$ cat src/shared/sysctl_pkg.sv
// Package for the system control register block.
// Assumes a 32-bit word-aligned main-bus register port on sys_clk.
package sysctl_pkg;
	// ==========================================================
	// Register addresses (400 station map and 300 station map)
	localparam logic [31:0] ADDR_DIAG_CONTROL     = 32'hFFF840C0;
	localparam logic [31:0] ADDR_DIAG_STATUS      = 32'hFFF840C4;
	localparam logic [31:0] ADDR_PARITY_ERR       = 32'hFFF840C8;
	localparam logic [31:0] ADDR_DIAG_CONTROL_S   = 32'hFFF84008;
	localparam logic [31:0] ADDR_DIAG_STATUS_S    = 32'hFFF8400C;
	localparam logic [31:0] ADDR_PARITY_ERR_S     = 32'hFFF84010;
	localparam logic [31:0] ADDR_VME_UPPER        = 32'hFFF88010;
	localparam logic [31:0] ADDR_CPU_CONFIG       = 32'hFFF88018;
	// ==========================================================
	// Diagnostic control field positions
	localparam int BIT_BOARD_RESET   = 0;
	localparam int BIT_DISK_RESET_N  = 1;
	localparam int BIT_LAN_RESET_N   = 2;
	localparam int BIT_IO_RESET_N    = 3;
	localparam int BIT_FORCE_PARITY  = 4;
	localparam int BIT_UTIL_HIGH     = 5;
	localparam int BIT_KBD_RESET_N   = 6;
	localparam int BIT_LED_OFF       = 7;
	localparam int BIT_MONITOR_SEL   = 8;
	localparam int DIAG_CTRL_BITS    = 9;
	localparam logic [DIAG_CTRL_BITS-1:0] DIAG_CTRL_RESET = 9'h000;
	// ==========================================================
	// Address forming
	localparam int VME24_BITS     = 24;
	localparam int PAGE_OFS_BITS  = 22;
	localparam int UTIL_IGN_BITS  = 10;
	localparam logic [9:0] UTIL_HIGH_TOP = 10'h3FF;
	// VME address space select codes
	typedef enum logic [1:0]
	{
		SPACE_A32  = 2'b00,
		SPACE_A24  = 2'b01,
		SPACE_A16  = 2'b10,
		SPACE_NONE = 2'b11
	} vme_space_t;
	// Access type from modifier bits 3..0
	typedef enum logic [2:0]
	{
		ACC_SUP_BLOCK  = 3'b000,
		ACC_SUP_PROG   = 3'b001,
		ACC_SUP_DATA   = 3'b010,
		ACC_USR_BLOCK  = 3'b011,
		ACC_USR_PROG   = 3'b100,
		ACC_USR_DATA   = 3'b101,
		ACC_INVALID    = 3'b110
	} access_t;
endpackage

$ cat src/shared/vme_xlate_if.sv
// Interface between the register bank and the VME address translator.
// Assumes both ends run on sys_clk.
interface vme_xlate_if;
	import sysctl_pkg::*;
	logic [7:0]  upper_addr_field;
	logic        req;
	vme_space_t  space;
	logic [31:0] vme_addr;
	logic [3:0]  am;
	logic        grant;
	logic [31:0] mbus_addr;
	access_t     access;
	modport regs
	(
		output upper_addr_field,
		output req,
		output space,
		output vme_addr,
		output am,
		input  grant,
		input  mbus_addr,
		input  access
	);
	modport xlate
	(
		input  upper_addr_field,
		input  req,
		input  space,
		input  vme_addr,
		input  am,
		output grant,
		output mbus_addr,
		output access
	);
endinterface

$ cat src/rtl/vme_xlate.sv
// VME to main-bus address translator.
// Assumes requests are registered on sys_clk by the register bank.
module vme_xlate
	import sysctl_pkg::*;
(
	input  wire logic  sys_clk,
	input  wire logic  rst_n,
	vme_xlate_if.xlate x
);
	// ==========================================================
	// Decode of access type
	function automatic access_t decode_am(input logic [3:0] am);
		case (am)
			4'hF:    decode_am = ACC_SUP_BLOCK;
			4'hE:    decode_am = ACC_SUP_PROG;
			4'hD:    decode_am = ACC_SUP_DATA;
			4'hB:    decode_am = ACC_USR_BLOCK;
			4'hA:    decode_am = ACC_USR_PROG;
			4'h9:    decode_am = ACC_USR_DATA;
			default: decode_am = ACC_INVALID;
		endcase
	endfunction

	// Registered translation, one cycle after request
	always_ff @(posedge sys_clk)
	begin
		if (!rst_n)
		begin
			x.grant     <= 1'b0;
			x.mbus_addr <= 32'h00000000;
			x.access    <= ACC_INVALID;
		end
		else
		begin
			x.access <= decode_am(x.am);
			case (x.space)
				SPACE_A24:
				begin
					x.grant     <= x.req;
					x.mbus_addr <= {x.upper_addr_field,
						x.vme_addr[VME24_BITS-1:0]};
				end
				SPACE_A32:
				begin
					x.grant     <= x.req;
					x.mbus_addr <= {x.vme_addr[31:PAGE_OFS_BITS],
						x.vme_addr[PAGE_OFS_BITS-1:0]};
				end
				// Short-address masters never reach the board
				default:
				begin
					x.grant     <= 1'b0;
					x.mbus_addr <= 32'h00000000;
				end
			endcase
		end
	end
endmodule

$ cat src/rtl/sysctl_regs.sv
// System control register bank with VME address extension.
// Assumes a 32-bit word main-bus register port on sys_clk and
// VME request signals already synchronous to sys_clk.
// ==========================================================
// How it works
// - Short-address VME masters never reach board
// - Upper register plus 24 VME bits
// - Modifier bits 3..0 give access type
// - 32-bit VME addresses pass as page+offset
// - Upper register write-only, eight bits
// - Resets never touch the upper register
// - Registers are full 32-bit word accesses
// - Diagnostic status read-only, both addresses
// - Parity address read-only, both addresses
// - Diagnostic control write-only, bits 15..9 unused
// - All control bits clear on reset
// - Bit 8 selects monitor rate
// - Bit 7 drives indicator inverted
// - Bit 6 low holds keyboard reset
// - Bit 5 high maps utility space top
// - Bit 5 low maps utility low, write-only
// - Bit 4 forces parity ones on writes
// - Bit 2 low holds network reset
// - Bit 0 one resets whole board
module sysctl_regs
	import sysctl_pkg::*;
#(
	parameter bit SMALL_STATION = 1'b0
)
(
	input  wire logic        sys_clk,
	input  wire logic        rst_n,
	input  wire logic        reg_sel,
	input  wire logic        reg_write,
	input  wire logic [3:0]  reg_byte_en,
	input  wire logic [31:0] reg_addr,
	input  wire logic [31:0] reg_wdata,
	output logic [31:0]      reg_rdata,
	output logic             reg_ack,
	output logic             reg_error,
	input  wire logic [31:0] diag_status_in,
	input  wire logic [31:0] parity_err_in,
	input  wire logic [31:0] cpu_config_in,
	input  wire logic        vme_req,
	input  wire logic [1:0]  vme_space,
	input  wire logic [31:0] vme_addr,
	input  wire logic [3:0]  vme_am,
	output logic             vme_grant,
	output logic [31:0]      vme_mbus_addr,
	output logic [2:0]       vme_access,
	input  wire logic [31:0] util_addr,
	input  wire logic        util_write,
	output logic [31:0]      util_mem_addr,
	output logic             util_read_ok,
	output logic             util_hit,
	output logic [3:0]       mem_parity_force,
	output logic             monitor_rate_sel,
	output logic             diag_led_on,
	output logic             kbd_reset_n,
	output logic             io_sub_reset_n,
	output logic             lan_reset_n,
	output logic             disk_port_reset_n,
	output logic             board_reset_trigger
);
	// ==========================================================
	// Register state
	logic [DIAG_CTRL_BITS-1:0] diag_control_reg;
	logic [7:0]                vme_upper_addr_reg;
	logic [31:0]               status_sync1;
	logic [31:0]               status_sync2;
	logic [31:0]               parity_sync1;
	logic [31:0]               parity_err_addr_reg;
	logic [31:0]               config_sync1;
	logic [31:0]               cpu_config_reg;
	logic                      full_word;
	logic                      wr_en;
	logic                      rd_en;
	logic                      upper_loaded;

	vme_xlate_if xif ();

	// Address decode that both station maps share
	function automatic logic hit(input logic [31:0] a,
		input logic [31:0] small_a, input logic [31:0] large_a);
		hit = SMALL_STATION ? (a == small_a) : (a == large_a);
	endfunction

	// Only whole-word accesses are honoured
	assign full_word = (reg_byte_en == 4'hF);
	assign wr_en = reg_sel && reg_write && full_word;
	assign rd_en = reg_sel && !reg_write && full_word;

	// ==========================================================
	// Status inputs come from other logic; sync for safety
	always_ff @(posedge sys_clk)
	begin
		status_sync1        <= diag_status_in;
		status_sync2        <= status_sync1;
		parity_sync1        <= parity_err_in;
		parity_err_addr_reg <= parity_sync1;
		config_sync1        <= cpu_config_in;
		cpu_config_reg      <= config_sync1;
	end

	// Diagnostic control, cleared by every reset
	always_ff @(posedge sys_clk)
	begin
		if (!rst_n)
			diag_control_reg <= DIAG_CTRL_RESET;
		else if (wr_en && hit(reg_addr, ADDR_DIAG_CONTROL_S,
			ADDR_DIAG_CONTROL))
			diag_control_reg <= reg_wdata[DIAG_CTRL_BITS-1:0];
		else
			diag_control_reg[BIT_BOARD_RESET] <= 1'b0; // self-clearing
	end

	// Upper address register: deliberately outside reset so a board
	// reset keeps the VME window software set up at power-on
	always_ff @(posedge sys_clk)
	begin
		if (wr_en && reg_addr == ADDR_VME_UPPER)
		begin
			vme_upper_addr_reg <= reg_wdata[7:0];
			upper_loaded       <= 1'b1; // Reset check skips power-up X
		end
	end

	// ==========================================================
	// Register read and acknowledge
	always_ff @(posedge sys_clk)
	begin
		if (!rst_n)
		begin
			reg_rdata <= 32'h00000000;
			reg_ack   <= 1'b0;
			reg_error <= 1'b0;
		end
		else
		begin
			reg_ack   <= reg_sel;
			reg_error <= reg_sel && !full_word;
			reg_rdata <= 32'h00000000; // write-only reads give zero
			if (rd_en && hit(reg_addr, ADDR_DIAG_STATUS_S,
				ADDR_DIAG_STATUS))
				reg_rdata <= status_sync2;
			else if (rd_en && hit(reg_addr, ADDR_PARITY_ERR_S,
				ADDR_PARITY_ERR))
				reg_rdata <= parity_err_addr_reg;
			else if (rd_en && !SMALL_STATION &&
				reg_addr == ADDR_CPU_CONFIG)
				reg_rdata <= cpu_config_reg;
		end
	end

	// ==========================================================
	// Control outputs straight from flip-flops
	always_ff @(posedge sys_clk)
	begin
		if (!rst_n)
		begin
			monitor_rate_sel    <= 1'b0;
			diag_led_on         <= 1'b1;
			kbd_reset_n         <= 1'b0;
			io_sub_reset_n      <= 1'b0;
			lan_reset_n         <= 1'b0;
			disk_port_reset_n   <= 1'b0;
			board_reset_trigger <= 1'b0;
		end
		else
		begin
			monitor_rate_sel  <= diag_control_reg[BIT_MONITOR_SEL];
			diag_led_on       <= !diag_control_reg[BIT_LED_OFF];
			kbd_reset_n       <= diag_control_reg[BIT_KBD_RESET_N];
			io_sub_reset_n    <= diag_control_reg[BIT_IO_RESET_N];
			lan_reset_n       <= diag_control_reg[BIT_LAN_RESET_N];
			disk_port_reset_n <= diag_control_reg[BIT_DISK_RESET_N];
			board_reset_trigger <=
				diag_control_reg[BIT_BOARD_RESET];
		end
	end

	// Parity forcing applies to writes only; reads see normal parity
	always_ff @(posedge sys_clk)
	begin
		if (!rst_n)
			mem_parity_force <= 4'h0;
		else
			mem_parity_force <= (diag_control_reg[BIT_FORCE_PARITY]
				&& util_write) ? 4'hF : 4'h0;
	end

	// ==========================================================
	// Utility space mapping
	always_ff @(posedge sys_clk)
	begin
		if (!rst_n)
		begin
			util_hit      <= 1'b0;
			util_read_ok  <= 1'b0;
			util_mem_addr <= 32'h00000000;
		end
		else if (diag_control_reg[BIT_UTIL_HIGH])
		begin
			util_hit      <= (util_addr[31:22] == UTIL_HIGH_TOP);
			util_read_ok  <= 1'b1;
			util_mem_addr <= util_addr;
		end
		else
		begin
			// Top bits ignored; low window is write-only
			util_hit      <= 1'b1;
			util_read_ok  <= 1'b0;
			util_mem_addr <= {{UTIL_IGN_BITS{1'b0}},
				util_addr[31-UTIL_IGN_BITS:0]};
		end
	end

	// ==========================================================
	// VME request path; the processor must enable 24-bit masters
	// before they arrive, this block only translates
	always_ff @(posedge sys_clk)
	begin
		if (!rst_n)
		begin
			xif.req      <= 1'b0;
			xif.space    <= SPACE_NONE;
			xif.vme_addr <= 32'h00000000;
			xif.am       <= 4'h0;
		end
		else
		begin
			xif.req      <= vme_req;
			xif.space    <= vme_space_t'(vme_space);
			xif.vme_addr <= vme_addr;
			xif.am       <= vme_am;
		end
	end
	assign xif.upper_addr_field = vme_upper_addr_reg;

	vme_xlate u_xlate
	(
		.sys_clk (sys_clk),
		.rst_n   (rst_n),
		.x       (xif)
	);

	// Registered outputs of the translator copied to ports
	always_ff @(posedge sys_clk)
	begin
		if (!rst_n)
		begin
			vme_grant     <= 1'b0;
			vme_mbus_addr <= 32'h00000000;
			vme_access    <= ACC_INVALID;
		end
		else
		begin
			vme_grant     <= xif.grant;
			vme_mbus_addr <= xif.mbus_addr;
			vme_access    <= xif.access;
		end
	end
endmodule

$ cat config.mk
export PLATFORM = sky130hd
export DESIGN_NAME = sysctl_regs
export DESIGN_NICKNAME = d
export VERILOG_FILES = /design/src/shared/sysctl_pkg.sv /design/src/shared/vme_xlate_if.sv /design/src/rtl/vme_xlate.sv /design/src/rtl/sysctl_regs.sv
export SDC_FILE = /design/constraint.sdc
export NUM_CORES = 1
export LEC_CHECK = 0
export BUFFER_PORTS_ARGS = -buffer_cell sky130_fd_sc_hd__buf_4
export CAP_MARGIN = 0
export CORE_AREA = 2 2 153 155
export CTS_CLUSTER_DIAMETER = 120
export DETAILED_ROUTE_END_ITERATION = 16
export DIE_AREA = 0 0 155 157
export GPL_TIMING_DRIVEN = 0
export PLACE_DENSITY = 0.76
export SYNTH_ARGS = -nofsm -noshare
export SYNTH_HDL_FRONTEND = slang
export SYNTH_SLANG_ARGS = --single-unit
$ cat constraint.sdc
create_clock -name sys_clk -period 1.8 [get_ports sys_clk]
set_input_delay 0 -clock sys_clk [delete_from_list [all_inputs] [get_ports sys_clk]]
set_output_delay 0 -clock sys_clk [all_outputs]
set_load 0.01 [all_outputs]
==> flow_metrics.tcl <==
set metrics [dict create \
    drv_cap 0 \
    hold_viol 0 \
    detail_route.wl_per_cell_um 18.1 \
    slew_headroom_pct 50.6 \
    ios 355 \
    crit_required_ps 2160 \
    hp-class "input port to flop" \
    initial_core_util_pct 48.5 \
    syn_avg_cell_area_um2 13.7 \
    routabilityCongestion 0.769 \
    synth_common_cells "dfxtp_1, and2_1, inv_1" \
    rsz0062_at_grt "false" \
    syn_nets 1036 \
    path_class "input port to flop" \
    grt_pass1_vias 8362 \
    core_area_mm2 0.0225 \
    viasPerCell 4.68 \
    tightestPinTransition_ps 734 \
    leakagePower_uw 0.00791 \
    post-route-period-util_pct 90.6 \
    numCtsBuffers 38 \
    cts_resized 0 \
    outcome "completed" \
    overflow 0 \
    yosysTopAreaCell "dfxtp_1" \
    drc_errors 0 \
    tns_ps 0 \
    rows 55 \
    p_per_area_mw_per_mm2 1080 \
    fillers 1305 \
    die_area_mm2 0.0243 \
    top_usage_layer "met2" \
    vias 7778 \
    synth_edf_count 8 \
    hpwl_um 17700 \
    cp-start-kind "input port" \
    clockBufferDepth 3 \
    io_buffers 331 \
    finClkSkew_ps 10.7 \
    die_w_um 155 \
    yosys_warnings 0 \
    synth.most_common_cell "dfxtp_1" \
    final_nets 1588 \
    cts_sinks 396 \
    tritoncts "built" \
    post-route-min-period_ps 1630 \
    fp.dieH_um 157 \
    grt_usage_pct 24.1 \
    clk_pin_slew_ps 60 \
    setup_viol 0 \
    grt_max_degree 16 \
    num_antenna_cells 0 \
    grt_use_met2_pct 45.9 \
    utilization_pct 74.8 \
    synthFlopType "dfxtp_1" \
    synth-async-reset-ratio_pct 0 \
    netlist.area_leader.share_pct 71.1 \
    drt-initial-drc-count 294 \
    ys_seq_area_share_pct 73.3 \
    ir_drop_mv 0.911 \
    worstPathMaxFanout 3 \
    antenna_found_initial 0 \
    maxSlewViolCount 0 \
    grt_use_met1_pct 25.7 \
    clock_latency_ps 500 \
    place_area_mm2 0.0138 \
    htree_levels 2 \
    netlist-cell-type-count 41 \
    fin_area_mm2 0.0168 \
    synth_area_mm2 0.0109 \
    synth_cells 796 \
    synth_seq_cells 396 \
    ant_nets 0 \
    end_kind "flop" \
    grt_pass1_wl_um 44900 \
    root_buffer "clkbuf_16" \
    fmax_mhz 613 \
    drive_above_1_share_pct 33.0 \
    synth_area_leaders "dfxtp_1, and2_1, o32ai_2" \
    grt_use_met3_pct 5.59 \
    routed_wl_um 30100 \
    syn2layout_area_growth_pct 54.2 \
    dr.pass1.iters 6 \
    cp.arrival_ps 2000 \
]
final timing paths:
check	startpoint	to	slack, ps	cells past startpoint
setup / recovery	reg_addr[0]	diag_control_reg[0]$_SDFF_PN0_	170	6
hold / removal	reg_addr[8]	reg_rdata[0]$_SDFF_PN0_	30	4
setup reg to reg	xif.space[1]$_SDFF_PN1_	u_xlate.x.mbus_addr[15]$_SDFF_PN0_	410	3
hold reg to reg	parity_sync1[28]$_DFF_P_	parity_err_addr_reg[28]$_DFF_P_	320	0
through the flow:
stage	total power [uW]	worst slack, ps	hold slack [ps]	cells
5_1_grt	18800	47.8	44.3	1661
3_5_place_dp	10100	-311	105	1412
4_1_cts	18300	197	11.0	1661
3_3_place_gp	10100	-255	105	1412
2_1_floorplan	9610	286	27.7	796
6_report	18200	169	28.9	1661
metal layers:
layer,share of wire [%],vias to the layer above
li1,-,3733
met1,38,3634
met2,52,346
met3,6.9,65
met4,3.3,0
met5,0,-
layout make-up:
type	instances	area [um2]	share of cell area (%)
buffer	45	335	1.99
clock buffer	57	1150	6.85
clock inverter	11	116	0.691
inverter	39	146	0.869
multi-input combinational	316	2430	14.4
sequential	396	8010	47.5
tap	285	357	2.12
timing repair buffer	512	4300	25.5
layout by cell type (no fill, tap or decap), types with 4 or more instances in the layout:
cell and count:
a21oi_1 29, dfxtp_1 388, dlygate4sd3_1 181, and3_1 13, nand2_1 21, o32ai_2 29
nor2_1 9, clkbuf_8 15, buf_6 8, o211a_1 32, nand3_1 4, inv_1 39
nand4_1 5, buf_4 335, clkbuf_16 39, clkbuf_1 27, mux2i_1 16, edfxtp_1 8
and2_1 122, clkinv_2 6, dlymetal6s2s_1 5, nand2b_1 7
kinds of logic after synthesis:
family	Yosys count	share of synthesized area [%]
xor gates and xnor gates	1	0.0802
AOI/OAI and AO/OA	99	9.22
buffers and inverters	84	4.41
muxes	16	1.47
DFF	396	73.3
and+or+nand+nor	200	11.5
power by group:
group	internal (uW)	switching [uW]
sequential	9120	97.2
combinational	708	390
clock	4730	3190
total	14600	3680
repair_timing:
item,in CTS,in global routing
hold endpoints to repair,188,0
hold buffers,181,0
setup buffers,0,0
setup endpoints to repair,0,0
critical path: stages:
cell	delay [ps]
buf_4	100
nand2b_1	130
nor4_1	620
nand3_1	190
dlygate4sd3_1	600
nor3_1	350
Note: power is estimated with default switching activity, not from simulation.
